### config.mk
export PLATFORM = sky130hd
export DESIGN_NAME = lsa_top
export DESIGN_NICKNAME = d
export VERILOG_FILES = /design/src/verilog/lsa_pkg.sv /design/src/verilog/lsa_top.sv
export SDC_FILE = /design/constraint.sdc
export NUM_CORES = 1
export LEC_CHECK = 0
export ABC_AREA = 1
export BUFFER_PORTS_ARGS = -buffer_cell sky130_fd_sc_hd__buf_2
export CORE_MARGIN = 3
export CORE_UTILIZATION = 28
export CTS_BUF_LIST = sky130_fd_sc_hd__clkbuf_4 sky130_fd_sc_hd__clkbuf_8 sky130_fd_sc_hd__clkbuf_16
export DETAILED_ROUTE_END_ITERATION = 10
export SLEW_MARGIN = 20
export SYNTH_ARGS = -nofsm -noshare
export SYNTH_HDL_FRONTEND = slang
export SYNTH_SLANG_ARGS = --single-unit
### constraint.sdc
create_clock -name SYS_CLK -period 1.76 [get_ports SYS_CLK]
set_clock_uncertainty 0.2 [all_clocks]
set_input_delay 0.176 -clock SYS_CLK [delete_from_list [all_inputs] [get_ports SYS_CLK]]
set_output_delay 0.176 -clock SYS_CLK [all_outputs]
set_load 0.005 [all_outputs]
### src/verilog/lsa_pkg.sv
// Package: register map, field layout, reset values and bus carriers
package lsa_pkg;

    // Register indices as printed; byte address is four times the index
    localparam logic [15:0] IDX_AC_BIAS_RATE = 16'hFFEB;
    localparam logic [15:0] IDX_S1_START_LO  = 16'hFFEC;
    localparam logic [15:0] IDX_S1_START_HI  = 16'hFFED;
    localparam logic [15:0] IDX_S2_START_LO  = 16'hFFEF;
    localparam logic [15:0] IDX_S2_START_HI  = 16'hFFF0;
    localparam logic [15:0] IDX_STATUS       = 16'hFF80;

    // Field layout
    localparam int RATE_W      = 6;
    localparam int START_W     = 16;
    localparam int LAND_MSB    = 14;
    localparam int BYTE_W      = 8;
    localparam int ST_AC_BIT   = 0;
    localparam int ST_SEL2_BIT = 1;
    localparam int ST_BYTE_BIT = 2;
    localparam int ST_PASS_BIT = 3;

    // Reset values
    localparam logic [5:0]  RATE_RST  = 6'h00;
    localparam logic [15:0] START_RST = 16'h0000;
    localparam logic [31:0] RDATA_RST = 32'h0000_0000;

    // Bus widths
    localparam int PADDR_W = 18;
    localparam int PDATA_W = 32;

    // APB request from the master
    typedef struct packed {
        logic               psel;
        logic               penable;
        logic               pwrite;
        logic [PADDR_W-1:0] paddr;
        logic [PDATA_W-1:0] pwdata;
    } lsa_apb_req_t;

    // APB answer to the master
    typedef struct packed {
        logic               pready;
        logic               pslverr;
        logic [PDATA_W-1:0] prdata;
    } lsa_apb_rsp_t;

    // Line fetch start handed to the refresh engine
    typedef struct packed {
        logic               screen2;
        logic               byte_addr;
        logic [START_W-1:0] start;
    } lsa_fetch_t;

endpackage : lsa_pkg

### src/verilog/lsa_top.sv
// AC-bias toggle and split-screen start address block with APB registers
//
// How it works
// With a rate of zero the AC-bias output inverts on every frame pulse.
// With a non-zero rate N the AC-bias output inverts after N+1 line pulses.
// The rate only applies to passive panels; on active panels the output is held low and the line count cleared.
// In landscape the 15-bit Screen 1 start is a word address.
// In rotated view the Screen 1 start is a byte address.
// In landscape the 15-bit Screen 2 start is a word address.
// In rotated view the Screen 2 start is a byte address.
// Screen 2 start bit 15 is used in rotated view and ignored in landscape.
// Lines 0 to the split count come from Screen 1, the rest from Screen 2.
// Low and high bytes form one 16-bit start, taken at the next frame.
//
// Design decision made here: the APB interface to the registers.
`timescale 1ns/1ps
`default_nettype none

module lsa_top #(
    parameter int LINE_W = 10
) (
    input  wire logic                 SYS_CLK,
    input  wire logic                 RESET,
    input  wire lsa_pkg::lsa_apb_req_t APB_REQ,
    output var  lsa_pkg::lsa_apb_rsp_t APB_RSP,
    input  wire logic                 FRAME_PULSE,
    input  wire logic                 LINE_PULSE,
    input  wire logic                 PASSIVE_PANEL,
    input  wire logic                 ROTATED_VIEW_MODE,
    input  wire logic [LINE_W-1:0]    SPLIT_LINE,
    input  wire logic [LINE_W-1:0]    LINE_NUM,
    output logic                      AC_BIAS_TOGGLE,
    output var  lsa_pkg::lsa_fetch_t  FETCH
);
    import lsa_pkg::*;

    // Refuse line counters too narrow or too wide for a panel
    if (LINE_W < 2 || LINE_W > 16) begin : g_chk
        $error("LINE_W out of range");
    end

    // Complete state of the block
    typedef struct packed {
        lsa_apb_rsp_t       rsp;
        logic [RATE_W-1:0]  rate;
        logic [START_W-1:0] s1;
        logic [START_W-1:0] s2;
        logic [START_W-1:0] s1_act;
        logic [START_W-1:0] s2_act;
        logic [RATE_W-1:0]  line_cnt;
        logic               ac_bias;
        lsa_fetch_t         fetch;
    } lsa_state_t;

    lsa_state_t st_reg;
    lsa_state_t st_next;

    logic               access;
    logic               take;
    logic [15:0]        idx;
    logic               mapped;
    logic [PDATA_W-1:0] rd_val;
    logic [BYTE_W-1:0]  wbyte;
    logic [3:0]         status;

    // Bus decode: word aligned index compare
    assign access = APB_REQ.psel & APB_REQ.penable;
    assign take   = access & st_reg.rsp.pready;
    assign idx    = APB_REQ.paddr[PADDR_W-1:2];
    assign wbyte  = APB_REQ.pwdata[BYTE_W-1:0];

    // Live block state shown to software
    always_comb begin
        status              = 4'h0;
        status[ST_AC_BIT]   = st_reg.ac_bias;
        status[ST_SEL2_BIT] = st_reg.fetch.screen2;
        status[ST_BYTE_BIT] = st_reg.fetch.byte_addr;
        status[ST_PASS_BIT] = PASSIVE_PANEL;
    end

    // Read multiplexer; unmapped or unaligned reads give zero
    always_comb begin
        mapped = 1'b1;
        rd_val = RDATA_RST;
        if (APB_REQ.paddr[1:0] != 2'h0) begin
            mapped = 1'b0;
        end else begin
            unique case (idx)
                IDX_AC_BIAS_RATE: rd_val[RATE_W-1:0] = st_reg.rate;
                IDX_S1_START_LO:  rd_val[7:0] = st_reg.s1[7:0];
                IDX_S1_START_HI:  rd_val[7:0] = st_reg.s1[15:8];
                IDX_S2_START_LO:  rd_val[7:0] = st_reg.s2[7:0];
                IDX_S2_START_HI:  rd_val[7:0] = st_reg.s2[15:8];
                IDX_STATUS:       rd_val[3:0] = status;
                default:          mapped = 1'b0;
            endcase
        end
    end

    // Next state of the whole block
    always_comb begin
        st_next = st_reg;

        // One wait cycle, answer with ready for one cycle
        st_next.rsp.pready = access & ~st_reg.rsp.pready;
        if (access & ~st_reg.rsp.pready) begin
            st_next.rsp.pslverr = ~mapped;
            st_next.rsp.prdata  = APB_REQ.pwrite ? RDATA_RST : rd_val;
        end else begin
            st_next.rsp.pslverr = 1'b0;
            st_next.rsp.prdata  = RDATA_RST;
        end

        // Writes land at the completing edge only
        if (take & APB_REQ.pwrite & mapped) begin
            unique case (idx)
                IDX_AC_BIAS_RATE: st_next.rate = wbyte[RATE_W-1:0];
                IDX_S1_START_LO:  st_next.s1[7:0] = wbyte;
                IDX_S1_START_HI:  st_next.s1[15:8] = wbyte;
                IDX_S2_START_LO:  st_next.s2[7:0] = wbyte;
                IDX_S2_START_HI:  st_next.s2[15:8] = wbyte;
                default:          st_next.rate = st_reg.rate;
            endcase
        end

        // Start addresses take effect at the next frame
        if (FRAME_PULSE) begin
            st_next.s1_act = st_reg.s1;
            st_next.s2_act = st_reg.s2;
        end

        // AC-bias toggle generation
        if (!PASSIVE_PANEL) begin
            st_next.ac_bias  = 1'b0;
            st_next.line_cnt = '0;
        end else if (st_reg.rate == RATE_RST) begin
            st_next.line_cnt = '0;
            if (FRAME_PULSE) begin
                st_next.ac_bias = ~st_reg.ac_bias;
            end
        end else if (LINE_PULSE) begin
            if (st_reg.line_cnt >= st_reg.rate) begin
                st_next.ac_bias  = ~st_reg.ac_bias;
                st_next.line_cnt = '0;
            end else begin
                st_next.line_cnt = RATE_W'(st_reg.line_cnt + 6'h01);
            end
        end

        // Per-line start selection for the coming line
        if (LINE_PULSE) begin
            st_next.fetch.screen2   = LINE_NUM > SPLIT_LINE;
            st_next.fetch.byte_addr = ROTATED_VIEW_MODE;
            if (LINE_NUM > SPLIT_LINE) begin
                if (ROTATED_VIEW_MODE) begin
                    st_next.fetch.start = st_reg.s2_act;
                end else begin
                    st_next.fetch.start =
                        {1'b0, st_reg.s2_act[LAND_MSB:0]};
                end
            end else begin
                if (ROTATED_VIEW_MODE) begin
                    st_next.fetch.start = st_reg.s1_act;
                end else begin
                    st_next.fetch.start =
                        {1'b0, st_reg.s1_act[LAND_MSB:0]};
                end
            end
        end
    end

    // State register
    always_ff @(posedge SYS_CLK) begin
        if (RESET) begin
            st_reg.rsp.pready  <= 1'b0;
            st_reg.rsp.pslverr <= 1'b0;
            st_reg.rsp.prdata  <= RDATA_RST;
            st_reg.rate        <= RATE_RST;
            st_reg.s1          <= START_RST;
            st_reg.s2          <= START_RST;
            st_reg.s1_act      <= START_RST;
            st_reg.s2_act      <= START_RST;
            st_reg.line_cnt    <= RATE_RST;
            st_reg.ac_bias     <= 1'b0;
            st_reg.fetch       <= '0;
        end else begin
            st_reg <= st_next;
        end
    end

    // Outputs straight from the state register
    assign APB_RSP        = st_reg.rsp;
    assign AC_BIAS_TOGGLE = st_reg.ac_bias;
    assign FETCH          = st_reg.fetch;
endmodule : lsa_top

`default_nettype wire
==> results of run 1 <==
[power groups by stage]
stage          combinational [mW]  clock, mW  sequential [mW]
3_5_place_dp                0.510          0             2.54
2_1_floorplan               0.381          0             2.52
6_report                    0.545       1.99             2.48
4_1_cts                     0.538       2.03             2.48
5_1_grt                     0.622       2.11             2.49
3_3_place_gp                0.505          0             2.54
[layout by cell type, fill, tap and decap left out, types with 5 or more instances in the layout]
| master | n |
|---|---|
| sky130_fd_sc_hd__a21oi_1 | 55 |
| sky130_fd_sc_hd__buf_12 | 6 |
| sky130_fd_sc_hd__buf_2 | 83 |
| sky130_fd_sc_hd__buf_4 | 40 |
| sky130_fd_sc_hd__clkbuf_16 | 9 |
| sky130_fd_sc_hd__conb_1 | 24 |
| sky130_fd_sc_hd__dfxtp_1 | 100 |
| sky130_fd_sc_hd__dfxtp_2 | 5 |
| sky130_fd_sc_hd__dlygate4sd3_1 | 16 |
| sky130_fd_sc_hd__ha_1 | 11 |
| sky130_fd_sc_hd__ha_4 | 6 |
| sky130_fd_sc_hd__inv_1 | 74 |
| sky130_fd_sc_hd__inv_2 | 11 |
| sky130_fd_sc_hd__nand2_1 | 162 |
| sky130_fd_sc_hd__nand2_2 | 5 |
| sky130_fd_sc_hd__nand3_1 | 18 |
| sky130_fd_sc_hd__nand3b_1 | 18 |
| sky130_fd_sc_hd__nor2_1 | 107 |
| sky130_fd_sc_hd__nor2_2 | 9 |
| sky130_fd_sc_hd__nor2_4 | 6 |
| sky130_fd_sc_hd__nor3_1 | 9 |
| sky130_fd_sc_hd__o21ai_0 | 48 |
| sky130_fd_sc_hd__o22ai_1 | 7 |
[stage by stage]
step           hold WS, ps  cells  instance area (sq um)
2_1_floorplan        72.66    782                   5514
3_3_place_gp         248.8   1090                   6113
3_5_place_dp         254.2   1090                   6113
4_1_cts              37.06   1121                   6563
5_1_grt              64.99   1126                   6751
6_report             59.94   1126                   6751
[path summary, 6_finish.rpt]
path	endpoint	slack, ps
setup reg to reg	st_reg[23]	80
hold reg to reg	FETCH[2]	270
setup / recovery	APB_RSP[32]	80
hold / removal	APB_RSP[32]	60
[final cells by class]
cell class,instances,area (sq um)
fillers,1988,12080
clock buffers,9,225.2
clock inverters,7,68.82
well taps,260,325.3
multi-input cells,510,2668
inverters,87,326.6
repair buffers,148,1030
flip-flops and latches,105,2108
[critical path: stages]
cell	delay, ps
sky130_fd_sc_hd__dlygate4sd3_1	530
sky130_fd_sc_hd__buf_2	130
sky130_fd_sc_hd__nor2_4	120
sky130_fd_sc_hd__buf_12	140
sky130_fd_sc_hd__dlygate4sd3_1	560
sky130_fd_sc_hd__a21boi_1	60
[per-layer routing]
layer	vias up	part of all wire (%)
li1	2521	-
met1	2170	44
met2	77	50
met3	16	3.2
met4	0	2.2
met5	-	0
[Yosys cell counts, types with 4 or more instances]
master / n
sky130_fd_sc_hd__a21oi_1: 57
sky130_fd_sc_hd__dfxtp_1: 105
sky130_fd_sc_hd__inv_1: 81
sky130_fd_sc_hd__clkbuf_1: 19
sky130_fd_sc_hd__nand3b_1: 18
sky130_fd_sc_hd__ha_1: 17
sky130_fd_sc_hd__inv_2: 4
sky130_fd_sc_hd__nand4_4: 4
sky130_fd_sc_hd__o21ai_0: 49
sky130_fd_sc_hd__nor2_1: 111
sky130_fd_sc_hd__nand2_1: 166
sky130_fd_sc_hd__buf_2: 4
sky130_fd_sc_hd__nor2_4: 6
sky130_fd_sc_hd__o22ai_1: 7
sky130_fd_sc_hd__nor2_2: 5
sky130_fd_sc_hd__nand3_1: 21
sky130_fd_sc_hd__nor3_1: 10
sky130_fd_sc_hd__buf_4: 53
sky130_fd_sc_hd__buf_6: 4
[what timing repair did]
| item | CTS | global route |
|---|---|---|
| hold buffers | 15 | 1 |
| endpoints found under the hold margin | 43 | 1 |
| gates cloned | 0 | 0 |
| buffers inserted | 0 | 4 |
| gates resized for setup | 1 | 35 |
| setup endpoints to repair | 5 | 20 |
| pin swaps | 1 | 15 |
[cells by family (layout without fill, tap and decap cells)]
logic type | Yosys count | count (layout) | synth area share, %
flops | 105 | 105 | 38.85
buf+inv | 167 | 251 | 15.91
simple gates | 349 | 349 | 29.58
compound gates | 117 | 117 | 11.17
other cells | 1 | 24 | 0.06931
xor+xnor | 3 | 3 | 0.4858
fa+ha+maj | 17 | 17 | 3.931
==> flow_results.org, run 1 <==
** GRT
- The first global-routing pass estimated 22640 um of wire.
- The number of global-route vias before repair was 4595.
- In the global route stage, met3 resource usage came out at 2.217%.
- All-layer global routing usage :: 13.02%
- Number of antenna violations at the first check in global routing :: 0
- The layer flagged by global routing as most heavily used is met2.
- Global-route met2 utilization :: 23.64%
- Maximum number of pins on one net before global-route repair :: 44
- Global-route met1 utilization :: 15.56%
- The total overflow left after global routing is 0.

** Power and ir drop
- Switching share of power :: 26.58%
- The analysis attributes to cell leakage a power of 3.252 nW.
- VDD sags by at most 0.4514 mV.
- Power density of the placed cells :: 743.2 nW/um^2
- Combinational group share of total power :: 10.9%
- Internal power comes to 3.684 mW.
- The share of total power dissipated in sequential elements is 49.4%.
- Power share of the clock group :: 39.8%
- Total power :: 5.018 mW
- In this run the power spent charging and discharging nets is 1.334 mW.

** Drt
- In this run, the number of DRC markers left after iteration 0 of detailed routing was 294.
- The first TritonRoute pass finished after 4 iterations.
- Via-to-Cell Ratio :: 4.249
- Wire length per cell after detailed routing :: 12.38 um
- The final layout contains routed wiring with a total length of 13940 um.
- Vias post-DR :: 4784
- Post-route ant nets :: 0
- In the routed design, unresolved DRC markers number 0.

** Logic synthesis
- Prevailing post-synth register cell :: sky130_fd_sc_hd__dfxtp_1
- Synthesis produced a netlist whose cell count is 759.
- Of all cell types, the one taking the most synthesized area is sky130_fd_sc_hd__dfxtp_1.
- After synthesis the cells add up to 5410 sq um.
- After synthesis the netlist holds a flip-flop and latch count of 105.
- Area fraction of the dominant cell type after synthesis :: 38.85%
- Of the synthesized area, sequential elements account for 38.85%.
- Yosys warns :: 0
- Leading post-synthesis cells by cell area :: sky130_fd_sc_hd__dfxtp_1 (39%), sky130_fd_sc_hd__nand2_1 (12%), sky130_fd_sc_hd__nor2_1 (7.7%)
- Number of distinct library cells after synthesis :: 33
- Counting flops with an async set or reset pin after synthesis yields a share of 0%.
- Mean cell area of the mapped netlist :: 7.128 sq um
- Number of synthesized flops with an enable pin :: 0

** Clock tree
- In this run the number of H-tree levels came out at 3.
- Worst-skew pair later-pin latency :: 350 ps
- Number of clock sinks :: 105
- Clock transition at the registers of the reported paths :: 70 ps
- CTS Buf Count :: 9
- TritonCTS built the clock tree.
- Root buf cell :: sky130_fd_sc_hd__clkbuf_16
- The clock passes through at most 2 buffers.

** Critical path
- Worst endpoint data arrival time :: 1720 ps
- Sort of element at the end of the critical path :: flop
- Worst setup path class :: in -> reg
- R2r worst-path depth :: 10
- In this run the worst path has a maximum fanout of 7.
- Data on the critical path is required at its endpoint by 1800 ps.
- The startpoint identified for the worst register-to-register timing path is st_reg[92].
- Start point of the critical path :: APB_REQ[32]
- The worst setup path is launched from an input pin.

** Floorplan
- Number of cell rows :: 50
- In this run the standard cell core region covers 18830 sq um.
- For this configuration, the core starts out at a cell density of 28.73%.
- Measured along the y axis, the die boundary spans 145.0 um.
- Total die area :: 21030 sq um
- I/O pin total :: 132
- From left edge to right edge, the die measures 145.0 um.

** Timing
- Number of endpoints with negative hold slack in the final report :: 0
- Max Transition Viols Final :: 0
- Setup repair after global routing could not meet its margin everywhere.
- Max Clock Freq :: 0.5947 GHz
- After layout, the worst setup slack is 78.55 ps.
- Part of the cycle the worst path needs :: 95.54%
- Final setup violation count :: 0
- Final critical path time including I/O delays and setup :: 1681 ps
- Adding up every negative setup slack in the final design gives 0 ps.

** Layout
- Fin nets :: 957
- The repair_antennas step left the layout with diodes totalling 0.
- The post-route netlist has 23.67% of its cells at a drive strength greater than 1.
- Compared with the post-synthesis result, the final layout area differs by 24.79%.
- The register with the most flip-flops in the layout has 76 of them.
- Cells fill 35.85% of the core in the end.

** Place
- Detailed placement ended at an HPWL of 10260 um.
- Worst Setup Slack post-DPL :: -84.23 ps
- Placer Congestion :: 0.8387
- In this run the tool buffered the top-level ports with 83 buffer cells.

** Min path
- Path type of the worst min-delay path :: in -> reg
- The worst hold path passes through 4 cells.
- In this run the most critical hold path is launched from APB_REQ[51].

** Run status
- The run finished with clean final reports.

** Run
- Across the run, the number of max-cap violations was 0.
Note: power is estimated with default switching activity, not from simulation.
==> run 2, diff against run 1 <==
--- a/config.mk
+++ b/config.mk
@@ -11,6 +11,7 @@
 export CORE_UTILIZATION = 28
 export CTS_BUF_LIST = sky130_fd_sc_hd__clkbuf_4 sky130_fd_sc_hd__clkbuf_8 sky130_fd_sc_hd__clkbuf_16
 export DETAILED_ROUTE_END_ITERATION = 10
+export RECOVER_POWER = 25
 export SLEW_MARGIN = 20
 export SYNTH_ARGS = -nofsm -noshare
 export SYNTH_HDL_FRONTEND = slang
==> constraint.sdc (replaced) <==
create_clock -name SYS_CLK -period 1.5 [get_ports SYS_CLK]
set_clock_uncertainty 0.2 [all_clocks]
set_input_delay 0.15 -clock SYS_CLK [delete_from_list [all_inputs] [get_ports SYS_CLK]]
set_output_delay 0.15 -clock SYS_CLK [all_outputs]
set_load 0.005 [all_outputs]
==> run 2 against run 1 <==
Compared with the run above:
- the flow now finishes with violations (negative setup slack)
- cell area rose by 10%
- setup slack got worse by 220 ps
- die area did not move
- clock power rose by 30%
- critical endpoint is now AC_BIAS_TOGGLE
- largest power group unchanged
==> flow_results.org, run 2 (synthesis gave the netlist of run 1 again) <==
** Drt
- Post-route ant nets :: 0
- Across all layers, the routed design uses 5084 vias.
- After detailed routing, the average wire length per cell comes to 13.09 um.
- After detailed routing, the number of vias per cell comes to 4.409.
- The detailed router finished its first iteration with 268 violations.
- For this block, the routed nets add up to 15090 um of wire.
- Number of DRC violations after detailed routing :: 0
- DR pass1 iterations :: 5

** Place
- Worst Setup Slack post-DPL :: -384.7 ps
- Placer Congestion :: 0.7881
- In this run the cell area measured after placement is 6359 sq um.
- Number of cells after detailed placement :: 1095
- The count of buffers added on input and output ports is 83.
- The wire-length estimate of the detail-placed layout is 10440 um.

** Floorplan
- 132 I/O pins were placed.
- Initial core utilization :: 28.73%
- Die extent in x :: 145.0 um
- Total die area :: 21030 sq um
- Vertical die dimension :: 145.0 um
- Core region area :: 18830 sq um
- After floorplanning, the core was divided into 50 placement rows.

** Timing
- Summed negative setup slack over all endpoints :: -1095 ps
- Derived from the worst setup path, the maximum achievable clock frequency is 0.6094 GHz.
- For the pin with the worst max-slew slack, the measured transition is 506.1 ps.
- The final count of hold timing violations came to 0.
- Part of the cycle the worst path needs :: 109.4%
- The worst pin sits at a relative slew slack of 66.18%.
- Setup violations remaining at the end of the flow were counted as 19.
- RSZ-0062 raised after global routing :: yes
- Setup slack on the critical path of the routed design comes to -140.9 ps.
- Max Transition Viols Final :: 0
- The routed design could run at a clock period as short as 1641 ps.
- Hold Slack :: 32.88 ps

** Critical path
- Sort of element at the end of the critical path :: flop
- STA puts the critical path data arrival time at 1690 ps.
- Worst Path Required :: 1550 ps
- The worst setup path is launched from a flop.
- R2r worst-path depth :: 11
- Setup slack of the most critical reg-to-reg path :: -140 ps
- Startpoint of the lowest-slack register-to-register path :: st_reg[93]
- Top fanout value on the critical path :: 2
- The endpoint identified for the worst register-to-register timing path is AC_BIAS_TOGGLE.
- Worst setup path class :: reg -> reg

** GRT
- Global routing used 13.30% of the available tracks.
- The number of global-route vias before repair is 4542.
- Number of antenna violations at the first check in global routing :: 0
- Wire length of the first global-routing pass :: 22970 um
- Total grt overflow :: 0
- Entering global routing, the biggest net connects 70 pins.

** Power and ir drop
- Power density of the placed cells :: 846.8 nW/um^2
- Total power :: 6.289 mW
- Across the VDD grid, the largest voltage drop is 0.5287 mV.
- Leakage :: 3.427 nW

** Layout
- Final instance area :: 7426 sq um
- Core Util, Final :: 39.44%
- Number of flip-flops under the largest register name :: 76
- Most common library cell in the layout ignoring fill and taps :: sky130_fd_sc_hd__nand2_1
- Leading cell types in the layout, fill and taps excluded :: sky130_fd_sc_hd__nand2_1 (132), sky130_fd_sc_hd__dfxtp_1 (97), sky130_fd_sc_hd__nor2_1 (86)
- Cells with a size suffix above 1 make up 33.26% of the layout.
- Fin nets :: 984
- 0 antenna diodes ended up in the layout.
- Area added between synthesis and finish :: 37.26%
- Once layout is complete, the cells apart from fillers number 1153.

** Clock tree
- Root buf cell :: sky130_fd_sc_hd__clkbuf_16
- Clock-pin slew was measured on the worst setup and hold paths at 70 ps.
- The later pin in the worst-skew pair is clocked with a latency of 350 ps.
- Maximum number of buffers from clock root to sink :: 2
- CTS tree :: done
- Deepest level of the CTS H-tree :: 3
- Number of clock sinks :: 105
- Clock tree synthesis inserted a total of 9 buffers.

** Min path
- Min-Delay Path Depth :: 2
- The worst hold path belongs to the class in -> reg.
- Endpoint of the worst hold-timing path :: st_reg[33]
- Source of the worst hold timing path :: FRAME_PULSE

** Run
- Across the run, the number of max-cap violations was 0.

** Run status
- Run status :: finished with violations
- The checks that failed: negative setup slack.
==> run 2: cell count changes in the layout (fill, tap and decap cells not counted), sizes merged <==
cell and change:
buf +10, clkinv -1, inv -3, dlymetal6s4s +1, clkbuf +17, bufinv +2, dlygate4sd3 -4, nand4 +4
clkinvlp +1
==> run 2: report_power, final <==
group	internal (mW)	switching [mW]
logic	0.363	0.428
clock network	1.51	1.07
registers	2.87	0.0407
==> run 2: area by class of cell <==
class / instances / area (sq um)
Clock inverter: 6 / 90.09
Timing Repair Buffer: 171 / 1275
Sequential cell: 105 / 2112
Inverter: 87 / 345.3
Fill cell: 1930 / 11400
Tap cell: 260 / 325.3
Clock buffer: 10 / 239.0
Multi-Input combinational cell: 514 / 3039
==> run 2: worst max-delay path by stage <==
stage / start / to / slack, ps / cells past startpoint
floorplan: SPLIT_LINE[1] / FETCH[14] / -170 / 11
global placement: APB_REQ[38] / st_reg[67] / -340 / 11
detailed placement: APB_REQ[38] / st_reg[65] / -380 / 11
CTS: st_reg[90] / st_reg[22] / -160 / 9
global route: st_reg[92] / st_reg[22] / -290 / 10
finish: st_reg[93] / AC_BIAS_TOGGLE / -140 / 11
==> run 2: repair_timing <==
| action | 4_1_cts | 5_1_grt |
|---|---|---|
| hold endpoints to repair | 46 | 0 |
| buffers inserted | 2 | 19 |
| gates cloned | 2 | 6 |
| resized for setup | 11 | 83 |
| pin swaps | 14 | 41 |
| setup endpoints to repair | 15 | 94 |
| hold buffers | 13 | 0 |
==> run 2: per-layer routing <==
metal / vias to the layer above / GRT usage, % / routed length, um / part of all wire [%]
met5: - / 0 / 0 / 0
met4: 0 / 4.466 / 365 / 2.4
met3: 20 / 3.186 / 912 / 6.0
met2: 142 / 21.46 / 7070 / 47
met1: 2324 / 17.54 / 6745 / 45
li1: 2598 / - / - / -
==> run 2: critical path, cell delays in order, from the launching register on <==
cell and delay [ps]:
sky130_fd_sc_hd__dfxtp_2 340, sky130_fd_sc_hd__inv_2 50, sky130_fd_sc_hd__ha_4 250, sky130_fd_sc_hd__nand2_2 40, sky130_fd_sc_hd__nor2_1 90, sky130_fd_sc_hd__o21ai_1 70
sky130_fd_sc_hd__nand3_1 100, sky130_fd_sc_hd__nand2_2 80, sky130_fd_sc_hd__a21oi_2 150, sky130_fd_sc_hd__nand2_1 60, sky130_fd_sc_hd__nand2_1 60, sky130_fd_sc_hd__nor2_1 40
